===== src/tile_pkg.sv =====
// Constants and types for the surface tiling address unit
package tile_pkg;
   // Tile geometry
   localparam int TILE_BYTES_LOG2 = 12;
   localparam int HWALK_WIDTH_LOG2 = 9;
   localparam int HWALK_ROWS_LOG2 = 3;
   localparam int VWALK_WIDTH_LOG2 = 7;
   localparam int VWALK_ROWS_LOG2 = 5;
   localparam int VWALK_UNIT_LOG2 = 4;
   localparam int ADDR_W = 32;
   localparam int PITCH_W = 10;
   localparam int FENCE_COUNT = 16;
   // Walk encodings
   localparam logic WALK_HORIZONTAL = 1'h0;
   localparam logic WALK_VERTICAL = 1'h1;
   localparam logic FENCE_REGION_ABSENT = 1'h0;
   // Client identifiers
   typedef enum logic [2:0] {
      CLIENT_HOST,
      CLIENT_DISPLAY,
      CLIENT_BLIT,
      CLIENT_SAMPLER,
      CLIENT_COLOR,
      CLIENT_DEPTH
   } client_type;
   // Register map, word aligned byte addresses
   localparam logic [7:0] FENCE_BASE_OFS = 8'h00;
   localparam logic [7:0] FENCE_CTRL_OFS = 8'h40;
   localparam logic [7:0] STATUS_OFS = 8'h80;
   localparam logic [7:0] ERR_COUNT_OFS = 8'h84;
   localparam logic [31:0] UNMAPPED_DATA = 32'hDEAD_BEEF;
   // Fence control field positions
   localparam int FCTRL_VALID_BIT = 0;
   localparam int FCTRL_WALK_BIT = 1;
   localparam int FCTRL_PITCH_LSB = 2;
   localparam int FCTRL_LIMIT_LSB = 12;
endpackage


===== src/tile_xform_if.sv =====
// Request and result bundle between the unit and its tiling transform
`timescale 1ns/100ps
interface tile_xform_if;
   logic [31:0] offset;
   logic        tiled;
   logic        walk;
   logic [9:0]  pitch;
   logic [31:0] result;
   modport user (output offset, tiled, walk, pitch, input result);
   modport xform (input offset, tiled, walk, pitch, output result);
endinterface


===== src/tile_xform.sv =====
// Combinational linear to tiled offset transform
`timescale 1ns/100ps
module tile_xform (
   tile_xform_if.xform x
);
   import tile_pkg::*;

   // Pitch in bytes, field counts 128 byte units minus one
   // Sum kept 11 bits wide so the top code gives 128KB, not zero
   wire [31:0] pitch_bytes = {14'h0000, {1'b0, x.pitch} + 11'h001, 7'h00};
   // Row of bytes and column within row
   wire [31:0] line_num = x.offset / pitch_bytes;
   wire [31:0] line_col = x.offset % pitch_bytes;
   // Horizontal walk decomposition
   wire [31:0] h_tile_row = line_num >> HWALK_ROWS_LOG2;
   wire [31:0] h_in_row = line_num & 32'h0000_0007;
   wire [31:0] h_tile_col = line_col >> HWALK_WIDTH_LOG2;
   wire [31:0] h_in_col = line_col & 32'h0000_01FF;
   wire [31:0] h_tiles_per_row = pitch_bytes >> HWALK_WIDTH_LOG2;
   // Vertical walk decomposition
   wire [31:0] v_tile_row = line_num >> VWALK_ROWS_LOG2;
   wire [31:0] v_in_row = line_num & 32'h0000_001F;
   wire [31:0] v_tile_col = line_col >> VWALK_WIDTH_LOG2;
   wire [31:0] v_in_col = line_col & 32'h0000_007F;
   wire [31:0] v_tiles_per_row = pitch_bytes >> VWALK_WIDTH_LOG2;
   wire [31:0] h_addr;
   wire [31:0] v_addr;

   // Horizontal: 32 byte units run along X inside a 512x8 tile
   assign h_addr = ((h_tile_row * h_tiles_per_row + h_tile_col)
                    << TILE_BYTES_LOG2)
                 + (h_in_row << HWALK_WIDTH_LOG2) + h_in_col;
   // Vertical: 16 byte units run along Y inside a 128x32 tile
   assign v_addr = ((v_tile_row * v_tiles_per_row + v_tile_col)
                    << TILE_BYTES_LOG2)
                 + ((v_in_col >> VWALK_UNIT_LOG2) << (VWALK_ROWS_LOG2
                    + VWALK_UNIT_LOG2))
                 + (v_in_row << VWALK_UNIT_LOG2)
                 + (v_in_col & 32'h0000_000F);
   // Linear passes through, walk picks the layout
   assign x.result = !x.tiled ? x.offset
                   : (x.walk == WALK_VERTICAL) ? v_addr : h_addr;
endmodule


===== src/tile_addr_unit.sv =====
// Tiling detection and tiled address generation for graphics surfaces
//
// Functional notes
// - A fence with its valid flag clear defines no region and tiles nothing.
// - Internal clients take tiling only from per-surface parameters.
// - Tiled enable set means tiled access, clear means linear access.
// - Tile walk selects vertical or horizontal tile layout when tiled.
// - Client base passes untiled; only the X,Y offset is transformed.
// - Host address inside a fence is tiled whole from the fence base.
// - Tile row starts are fence base plus multiples of pitch times 4KB.
// - Display and overlay refuse vertical walk; async flips need horizontal.
// - Block transfer supports linear and horizontal walk only.
// - Sampler accepts every layout combination.
// - Color and depth accept any layout pairing.
// - A tile is 4KB: 512 bytes by 8 or 128 bytes by 32.
// - Walk 0 is horizontal with 32 byte units, 1 vertical with 16 byte.
// - Fences are masked for all internal client accesses.
//
// Added by the designer: the address map and the Wishbone slave port.
`timescale 1ns/100ps
module tile_addr_unit (
   input  wire logic                  core_clk,
   input  wire logic                  rst_n,
   // Wishbone slave
   input  wire logic                  wb_cyc_i,
   input  wire logic                  wb_stb_i,
   input  wire logic                  wb_we_i,
   input  wire logic [7:0]            wb_adr_i,
   input  wire logic [3:0]            wb_sel_i,
   input  wire logic [31:0]           wb_dat_i,
   output logic      [31:0]           wb_dat_o,
   output logic                       wb_ack_o,
   // Translation request
   input  wire logic                  req_valid,
   input  wire tile_pkg::client_type  req_client,
   input  wire logic [31:0]           req_addr,
   input  wire logic [31:0]           surf_base,
   input  wire logic                  surf_tiled,
   input  wire logic                  surf_walk,
   input  wire logic [9:0]            surf_pitch,
   input  wire logic                  async_flip,
   // Translation result
   output logic                       rsp_valid,
   output logic [31:0]                rsp_addr,
   output logic                       rsp_fenced,
   output logic                       rsp_refused
);
   import tile_pkg::*;

   ////////////////////////////////////////////////////////////////////////
   // Fence registers: base word and control word per fence
   logic [31:0] fbase_reg [FENCE_COUNT];
   logic [31:0] fctrl_reg [FENCE_COUNT];
   logic [15:0] err_count_reg;
   logic        ack_reg;
   logic [31:0] rdata_reg;
   logic        rsp_valid_reg;
   logic [31:0] rsp_addr_reg;
   logic        rsp_fenced_reg;
   logic        rsp_refused_reg;

   // Merge write data under byte lanes
   function automatic logic [31:0] lane_merge(input logic [31:0] old_v,
                                              input logic [31:0] new_v,
                                              input logic [3:0]  sel);
      logic [31:0] r;
      r = old_v;
      for (int i = 0; i < 4; i++) begin
         if (sel[i]) begin
            r[i*8 +: 8] = new_v[i*8 +: 8];
         end
      end
      return r;
   endfunction

   ////////////////////////////////////////////////////////////////////////
   // Bus decode
   wire       bus_req = wb_cyc_i && wb_stb_i && !ack_reg;
   wire       hit_base = wb_adr_i[7:6] == FENCE_BASE_OFS[7:6];
   wire       hit_ctrl = wb_adr_i[7:6] == FENCE_CTRL_OFS[7:6];
   wire [3:0] fsel = wb_adr_i[5:2];
   wire       hit_status = wb_adr_i == STATUS_OFS;
   wire       hit_err = wb_adr_i == ERR_COUNT_OFS;
   wire       wr_base = bus_req && wb_we_i && hit_base;
   wire       wr_ctrl = bus_req && wb_we_i && hit_ctrl;

   // Read data mux
   logic [31:0] rd_mux;
   always_comb begin
      if (hit_base) begin
         rd_mux = fbase_reg[fsel];
      end else if (hit_ctrl) begin
         rd_mux = fctrl_reg[fsel];
      end else if (hit_status) begin
         rd_mux = {29'h0000_0000, rsp_refused_reg, rsp_fenced_reg,
                   rsp_valid_reg};
      end else if (hit_err) begin
         rd_mux = {16'h0000, err_count_reg};
      end else begin
         rd_mux = UNMAPPED_DATA;
      end
   end

   // Register writes and one-cycle ack
   always_ff @(posedge core_clk or negedge rst_n) begin
      if (!rst_n) begin
         for (int i = 0; i < FENCE_COUNT; i++) begin
            fbase_reg[i] <= 32'h0000_0000;
            fctrl_reg[i] <= 32'h0000_0000;
         end
         ack_reg <= 1'b0;
         rdata_reg <= 32'h0000_0000;
      end else begin
         ack_reg <= bus_req;
         if (bus_req) begin
            rdata_reg <= rd_mux;
         end
         if (wr_base) begin
            fbase_reg[fsel] <= lane_merge(fbase_reg[fsel], wb_dat_i,
                                          wb_sel_i) & 32'hFFFF_F000;
         end
         if (wr_ctrl) begin
            fctrl_reg[fsel] <= lane_merge(fctrl_reg[fsel], wb_dat_i,
                                          wb_sel_i) & 32'hFFFF_FFFF;
         end
      end
   end

   assign wb_ack_o = ack_reg;
   assign wb_dat_o = rdata_reg;

   ////////////////////////////////////////////////////////////////////////
   // Fence match for host accesses
   logic [FENCE_COUNT-1:0] fhit;
   for (genvar g = 0; g < FENCE_COUNT; g++) begin : g_match
      wire [31:0] lim = {fctrl_reg[g][31:FCTRL_LIMIT_LSB], 12'hFFF};
      assign fhit[g] = (fctrl_reg[g][FCTRL_VALID_BIT] != FENCE_REGION_ABSENT)
                     && (req_addr >= fbase_reg[g])
                     && (req_addr <= lim);
   end

   // Lowest matching fence wins; overlap is undefined anyway
   logic [3:0] fidx;
   logic       fany;
   always_comb begin
      fidx = 4'h0;
      fany = 1'b0;
      for (int i = FENCE_COUNT - 1; i >= 0; i--) begin
         if (fhit[i]) begin
            fidx = 4'(i);
            fany = 1'b1;
         end
      end
   end

   // Fences only count for the host, masked for internal clients
   wire is_host = req_client == CLIENT_HOST;
   wire use_fence = is_host && fany;
   wire [31:0] fctl = fctrl_reg[fidx];

   ////////////////////////////////////////////////////////////////////////
   // Per client layout support
   wire layout_ok;
   assign layout_ok =
      (req_client == CLIENT_DISPLAY)
         ? !(surf_tiled && surf_walk == WALK_VERTICAL)
           && !(async_flip && !(surf_tiled
                && surf_walk == WALK_HORIZONTAL))
      : (req_client == CLIENT_BLIT)
         ? !(surf_tiled && surf_walk == WALK_VERTICAL)
      : 1'b1; // Sampler, color, depth take any layout

   ////////////////////////////////////////////////////////////////////////
   // Transform setup: fence offset for host, surface offset for clients
   tile_xform_if xf ();

   assign xf.offset = use_fence ? req_addr - fbase_reg[fidx]
                                : req_addr;
   assign xf.tiled = use_fence ? 1'b1 : (!is_host && surf_tiled);
   assign xf.walk = use_fence ? fctl[FCTRL_WALK_BIT] : surf_walk;
   assign xf.pitch = use_fence ? fctl[FCTRL_PITCH_LSB +: PITCH_W]
                               : surf_pitch;

   tile_xform u_xform (
      .x (xf)
   );

   // Rebase: fence base for host, untiled surface base for clients
   wire [31:0] final_addr = use_fence ? fbase_reg[fidx] + xf.result
                          : is_host ? req_addr
                          : surf_base + xf.result;
   wire refuse = !is_host && !layout_ok;

   ////////////////////////////////////////////////////////////////////////
   // Registered response, one cycle after the request
   always_ff @(posedge core_clk or negedge rst_n) begin
      if (!rst_n) begin
         rsp_valid_reg <= 1'b0;
         rsp_addr_reg <= 32'h0000_0000;
         rsp_fenced_reg <= 1'b0;
         rsp_refused_reg <= 1'b0;
         err_count_reg <= 16'h0000;
      end else begin
         rsp_valid_reg <= req_valid;
         if (req_valid) begin
            rsp_addr_reg <= refuse ? 32'h0000_0000 : final_addr;
            rsp_fenced_reg <= use_fence;
            rsp_refused_reg <= refuse;
            if (refuse && err_count_reg != 16'hFFFF) begin
               err_count_reg <= err_count_reg + 16'h0001;
            end
         end
      end
   end

   assign rsp_valid = rsp_valid_reg;
   assign rsp_addr = rsp_addr_reg;
   assign rsp_fenced = rsp_fenced_reg;
   assign rsp_refused = rsp_refused_reg;
endmodule


===== config.mk =====
export PLATFORM = sky130hd
export DESIGN_NAME = tile_addr_unit
export DESIGN_NICKNAME = d
export VERILOG_FILES = /design/src/tile_pkg.sv /design/src/tile_xform_if.sv /design/src/tile_xform.sv /design/src/tile_addr_unit.sv
export SDC_FILE = /design/constraint.sdc
export NUM_CORES = 2
export LEC_CHECK = 0
export ABC_AREA = 1
export BUFFER_PORTS_ARGS = -buffer_cell sky130_fd_sc_hd__clkbuf_2
export CORE_ASPECT_RATIO = 2
export CORE_MARGIN = 2
export CORE_UTILIZATION = 35
export CTS_BUF_LIST = sky130_fd_sc_hd__clkbuf_4 sky130_fd_sc_hd__clkbuf_8
export DETAILED_ROUTE_END_ITERATION = 16
export PLACE_DENSITY_LB_ADDON = 0.25
export SYNTH_ARGS = -nofsm -noshare
export SYNTH_HDL_FRONTEND = slang
export SYNTH_SLANG_ARGS = --single-unit

===== constraint.sdc =====
create_clock -name core_clk -period 213 [get_ports core_clk]
set_input_delay 10.65 -clock core_clk [delete_from_list [all_inputs] [get_ports core_clk]]
set_output_delay 10.65 -clock core_clk [all_outputs]
set_load 0.03 [all_outputs]

# --- Word level (Yosys, flattened, before mapping) ---
# Cells that the tools add are included.
# Widths: inputs -> output; s select.
totals:
  input_bits: 130
  latch_bits: 0
  memories: 0
  out_inout_bits: 68
  register_bits: 1108
  wordCells: 231
  rom_bits: 0
  ramBits: 0
classes:
  magnitude_cmp: 35
  n_shift: 0
  n_reduce_logical: 55
  n_eq_ne: 6
  muxes: 77
  n_div: 2
  bitwise_logic: 3
  n_addsub: 12
  multipliers: 2
ops:
  columns: ["operator", "n"]
  rows:
  - ["$bwmux 512", 2]
  - ["$mux 32", 17]
  - ["$bmux 32 s4", 4]
  - ["$ge 32x32->1", 16]
  - ["$le 32x32->1", 16]
  - ["$demux 32 s4", 1]
  - ["$mux 8", 14]
  - ["$add 32x12->32", 2]
  - ["$add 32x32->32", 2]
  - ["$add 32x9->32", 2]
  - ["$mux 4", 16]
  - ["$logic_and 1x1->1", 46]
  - ["$add 20x20->20", 2]
  - ["$add 32x4->32", 1]
  - ["$div 32x18->32", 1]
  - ["$mod 32x18->32", 1]
  - ["$sub 32x32->32", 1]
  - ["$mul 29x9->20", 1]
  - ["$mul 27x11->20", 1]
  - ["$mux 12", 2]
  - ["$mux 1", 20]
  - ["$add 16x1->16 const B", 1]
  - ["$eq 8x8->1 const B", 2]
  - ["$ne 16x16->1 const B", 1]
  - ["13 further kinds", 20]

# --- Logic depth before layout (Yosys ltp) ---
depth:
  word_depth: 37
  mapped_depth: 533
  mapped_depth_nobuf: 499

# --- Cells and area by module ---
# A second synthesis with hierarchy kept.
unflattened:
  hier_cells: 11733
  hier_area_um2: 86270.2
modules_own_cells:
  columns: ["mod", "cells_per_inst", "area_each_um2", "seq_area_each_um2", "n_inst"]
  rows:
  - ["tile_addr_unit", 8241, 63318.2, 22922.0, 1]
  - ["tile_xform", 3492, 22952.0, 0.0, 1]

# --- Worst setup path before layout ---
# No wires, ideal clock.
synth_path:
  path_type: "in2reg"
  from: "input port req_addr[31]"
  to: "register rsp_addr_reg[31], in the netlist rsp_addr[31]"
  setup_ns: 0.065
  path_buffers: 34
  slack_ns: 132.755
  t_required_ns: 212.935
  arrival_time_ns: 80.180
  cell_stages: 508
  cell_sequence: "ha_1 > nand2_1 > nor2_1 > nand2_1 > nor4b_1 > nand3_1 > nand2_1 > o21ai_2 > nand3_2 > nand2_1 > nand2_1 > nand2_1 > nand2_1 > nand2_1 > nand2_1 > nand2_1 > nand2_2 > nand2_4 > [... 472 more ...] > o21ai_0 > inv_1 > ha_1 > nand2_1 > o21ai_0 > a21oi_1 > o21bai_1 > nand2_1 > inv_1 > o21ai_0 > nand2_1 > xor2_1 > nand3_1 > nand2_1 > nor2_1 > nor2_1 > nand2_1 > nand2_1"
synth_via:
  elab_chain_cells: 37
  elab_cells_between_ends: 128
  classes_between: "11 x add/sub; 2 x mul; 2 x div; 32 x order compare; 47 x mux; 1 x bitwise; 33 x reduce/logical"
synth_rtl:
  columns: ["element", "line", "source"]
  rows:
  - ["from (decl)", "tile_addr_unit.sv:36", "input wire logic [31:0] req_addr,"]
  - ["$ge 32x32->1", "tile_addr_unit.sv:138", "&& (req_addr >= fbase_reg[g])"]
  - ["$logic_and 1x1->1", "tile_addr_unit.sv:138", null]
  - ["$logic_and 1x1->1", "tile_addr_unit.sv:139", "&& (req_addr <= lim);"]
  - ["$mux 4 (16 in a row)", "tile_addr_unit.sv:149", "if (fhit[i]) begin"]
  - ["$not 4->5 (not written as such)", "tile_addr_unit.sv:159, tile_addr_unit.sv:177, tile_addr_unit.sv:189", null]
  - ["$bmux 32 s4, on equally long branches", "tile_addr_unit.sv:177, tile_addr_unit.sv:189, tile_addr_unit.sv:159", null]
  - ["$mux 32 (not written as such) or $mux 12 (tied branches) (2 in a row)", "tile_addr_unit.sv:177, tile_addr_unit.sv:189, tile_addr_unit.sv:159", null]
  - ["$sub 32x32->32 or $mux 10 (tied branches)", "tile_addr_unit.sv:177, tile_addr_unit.sv:181", null]
  - ["[... 5 more ...]", null, null]
  - ["$add 32x9->32", "tile_xform.sv:38", "+ (v_in_row << VWALK_UNIT_LOG2)"]
  - ["$add 32x4->32", "tile_xform.sv:39", "+ (v_in_col & 32'h0000_000F);"]
  - ["$mux 32", "tile_xform.sv:42", ": (x.walk == WALK_VERTICAL) ? v_addr : h_addr;"]
  - ["$mux 32", "tile_xform.sv:41", "assign x.result = !x.tiled ? x.offset"]
  - ["$add 32x32->32", "tile_addr_unit.sv:191", ": surf_base + xf.result;"]
  - ["$mux 32", "tile_addr_unit.sv:190", ": is_host ? req_addr"]
  - ["$mux 32 *", "tile_addr_unit.sv:189", "wire [31:0] final_addr = use_fence ? fbase_reg[fidx] + xf.result"]
  - ["$mux 32 *", "tile_addr_unit.sv:206", "rsp_addr_reg <= refuse ? 32'h0000_0000 : final_addr;"]
  - ["to (signal assigned)", "tile_addr_unit.sv:206", null]
  - ["to (decl)", "tile_addr_unit.sv:58", "logic [31:0] rsp_addr_reg;"]
# Every way passes the cells marked *; elsewhere a longest branch is shown, timed or not. The select of a mux whose other input is x is not followed.
# A chain may end at the register's enable or synchronous reset.

# --- Worst setup path after layout ---
layout_path:
  from: "input port req_addr[26]"
  to: "register rsp_addr_reg[31], in the netlist rsp_addr[31]"
# Same word-level chain as after synthesis.

==> flow_summary_export.csv <==
group,metric,value,unit
clock_network,cts_setup_buffers,0,
floorplanning,initial_core_util,0.3511,
logic_synthesis,synth_nets,12920,
timing,tightestPinTransition,1.291,ns
setup_path,startpoint_type,"primary input",
timing,maxSlewHeadroom,0.1300,
setup_path,critical_path_class,"in -> reg",
drt,wirelength,336.2,mm
logic_synthesis,synth.avg_cell_area,7.381,sq um
setup_path,cpPeakStageDelay,0.85,ns
setup_path,path_max_fanout,184,
drt,via_per_inst,5.483,
clock_network,cts_hold_buffers,0,
floorplanning,ioPinCount,198,
grt,grt_max_degree,185,
setup_path,crit_cells,476,
setup_path,cp_slowest_cell,"a21oi_1",
setup_path,cp-endpoint,"rsp_addr[31]$_DFFE_PN0P_",
place,hpwl,242.9,mm
timing,timing.fmax,0.01075,GHz
drt,vias,81970,
grt,grt_pass1_vias,78390,
setup_path,cp.arrival,93.87,ns
timing,rsz0062_at_grt,"false",
floorplanning,die_h,703.8,um
place,port_buffers,197,
setup_path,worstRegToRegCells,476,
setup_path,cp_top_family,"compound AO/OA/AOI/OAI gates",
drt,wire_per_inst,22.49,um
timing,finalMaxSlewViolations,0,
floorplanning,core-area,0.2441,sq mm
grt,grt_use_total,0.2644,
floorplanning,num_rows,257,
clock_network,h-tree-depth,4,
logic_synthesis,ys_seq_elements,916,
timing,min_period_over_period,0.4366,
clock_network,clkLatencyLatePin,0.96,ns
final_layout,fin_util,0.3819,
logic_synthesis,seq_area_frac_synth,0.2675,
final_layout,multi_input_area,0.05429,sq mm
final_layout,syn_to_final_growth,8.759,%
final_layout,final_cell_mix,"nand2_1, inv_1, o21ai_0, ha_1, dfrtp_1",
flow_run,maxCapViolations,0,
logic_synthesis,netlist_area,0.08570,sq mm
logic_synthesis,synthesis.instances,11610,
clock_network,root_buffer,"clkbuf_8",
setup_path,r2r_end,"rsp_addr[31]$_DFFE_PN0P_",
final_layout,num-fill-cells,25680,
final_layout,regArea,0.02292,sq mm
floorplanning,die_area,0.2491,sq mm
clock_network,ctsResizeCount,0,
setup_path,setup.worst_path.end_class,"flop",
grt,antenna_found_initial,11,
hold_path,hp-class,"reg -> reg",
logic_synthesis,synth_ff_type,"dfrtp_1",
place,dpl_worst_slack,120.23,ns
floorplanning,die_w,353.9,um
timing,setup_viol,0,
drt,drtIter0Drc,7780,
timing,hold_violations,0,
logic_synthesis,ys.warnings.count,0,
drt,postRouteAntennaNets,0,
setup_path,crit_required,213.87,ns
drt,firstDrtPassIters,8,
setup_path,cpMostUsedCell,"nand2_1",
logic_synthesis,synth-edff-count,0,
timing,skew,0.04773,ns
final_layout,drive_gt1_frac,0.09756,
grt,grt_overflow,0,
clock_network,cts_buffers,165,
drt,drc,0,
final_layout,final_common_cell,"nand2_1",
clock_network,clockBufferDepth,3,
timing,totalNegativeSetupSlack,0,ns
final_layout,largest_register_ffs,512,
grt,grt_pass1_wl,502.7,mm
place,gp_congestion,0.9526,
setup_path,r2r_slack,130.02,ns
setup_path,critPathBufInv,77,
setup_path,r2r_start,"fctrl_reg[350]$_DFFE_PN0P_",
clock_network,numClockSinks,916,
timing,finalWorstSetupSlack,120.00,ns
clock_network,cts_tree,"built",
logic_synthesis,async_reset_ff_frac,1.000,
outcome,status,"finished clean",
final_layout,final_nets,12890,
timing,period_minus_slack,93.00,ns
clock_network,path_clk_slew,0.07,ns
setup_path,cp-startpoint,"req_addr[26]",
logic_synthesis,ys_types,94,
==> logic make-up after synthesis <==
| kind of cell | after synthesis | share of synthesized area |
|---|---|---|
| AND/OR/NAND/NOR | 4036 | 0.2135 |
| AO/OA/AOI/OAI | 3039 | 0.2001 |
| buffers and inverters | 2170 | 0.1029 |
| adder cells (fa/ha/maj) | 1183 | 0.1884 |
| flip-flops | 916 | 0.2675 |
| XOR/XNOR | 265 | 0.02739 |
| multiplexers | 2 | 0.0002336 |
==> routing by layer <==
| layer | routed length [um] | up-vias | GRT usage |
|---|---|---|---|
| li1 | - | 38920 | - |
| met2 | 147300 | 3366 | 0.4132 |
| met4 | 12830 | 4 | 0.09606 |
| met1 | 145900 | 39090 | 0.3583 |
| met3 | 30090 | 588 | 0.05638 |
| met5 | 26 | - | 0 |
==> Yosys cell counts (10+ instances only) <==
| master | number | area share |
|---|---|---|
| a32o_1 | 20 | 0.0023 |
| a211oi_1 | 33 | 0.0029 |
| xor2_1 | 152 | 0.016 |
| buf_2 | 10 | 0.00058 |
| or2_2 | 45 | 0.0033 |
| o21ai_2 | 16 | 0.0016 |
| o21a_1 | 21 | 0.0018 |
| inv_1 | 1547 | 0.068 |
| o21ai_1 | 100 | 0.0058 |
| nand2_4 | 34 | 0.0045 |
| o221ai_1 | 46 | 0.0047 |
| buf_8 | 17 | 0.0030 |
| clkbuf_8 | 11 | 0.0018 |
| o21ai_0 | 1458 | 0.085 |
| ha_1 | 1004 | 0.15 |
| a21o_1 | 46 | 0.0040 |
| nor4_1 | 21 | 0.0015 |
| buf_1 | 26 | 0.0011 |
| nand2_2 | 102 | 0.0074 |
| a21oi_1 | 630 | 0.037 |
| nor2_4 | 23 | 0.0030 |
| inv_2 | 44 | 0.0019 |
| nand3_2 | 56 | 0.0065 |
| clkbuf_1 | 448 | 0.020 |
| o31ai_1 | 15 | 0.0013 |
| clkinv_1 | 12 | 0.00053 |
| nand2_1 | 2370 | 0.10 |
| fa_1 | 179 | 0.042 |
| nand3_1 | 574 | 0.034 |
| nor2_2 | 28 | 0.0020 |
| nor2_1 | 500 | 0.022 |
| nand3b_1 | 16 | 0.0014 |
| dfrtp_1 | 916 | 0.27 |
| nand3_4 | 11 | 0.0022 |
| xnor2_1 | 111 | 0.011 |
| buf_6 | 17 | 0.0022 |
| o211ai_1 | 95 | 0.0083 |
| a31oi_1 | 12 | 0.00088 |
| nand4_1 | 140 | 0.010 |
| nor3_1 | 69 | 0.0040 |
| a22oi_1 | 43 | 0.0038 |
| o21bai_1 | 57 | 0.0050 |
| o22ai_1 | 372 | 0.027 |
| a22o_1 | 15 | 0.0015 |
==> worst min-delay path, stage by stage (launching register included) <==
cell and delay, ns:
dfrtp_1 0.34, nand2_1 0.05, o21ai_0 0.06
==> worst min-delay path by stage <==
stage | endpoint | slack (ns) | cells after the start | from
after floorplan | err_count_reg[15]$_DFFE_PN0P_ | 0.46 | 1 | err_count_reg[15]$_DFFE_PN0P_
after global placement | rsp_addr[1]$_DFFE_PN0P_ | 0.47 | 2 | rsp_addr[1]$_DFFE_PN0P_
after global routing | rsp_addr[5]$_DFFE_PN0P_ | 0.52 | 2 | rsp_addr[5]$_DFFE_PN0P_
final | rsp_addr[0]$_DFFE_PN0P_ | 0.49 | 2 | rsp_addr[0]$_DFFE_PN0P_
after CTS | rsp_addr[13]$_DFFE_PN0P_ | 0.49 | 2 | rsp_addr[13]$_DFFE_PN0P_
after detailed placement | rsp_addr[13]$_DFFE_PN0P_ | 0.47 | 2 | rsp_addr[13]$_DFFE_PN0P_
==> stage by stage <==
| step | std cells | instance area (sq um) | hold WS (ns) |
|---|---|---|---|
| after floorplan | 11610 | 85700 | 0.4617 |
| after global routing | 14940 | 93190 | 0.5172 |
| after detailed placement | 14650 | 89680 | 0.4726 |
| after global placement | 14650 | 89680 | 0.4675 |
| final | 14950 | 93200 | 0.4853 |
| after CTS | 14940 | 93190 | 0.4880 |
==> cell type report <==
cell class                 count  share of cell area
clock inverter                30            0.002739
inverter                    1623             0.06664
antenna                        6           0.0001611
clock buffer                 264             0.03496
sequential                   916              0.2459
timing repair buffer         348             0.02365
tap                         3237             0.04345
multi-input combinational   8525              0.5825
Power is not shown: default switching activity piles up to over one toggle a cycle in this logic, so the estimate is an artifact.
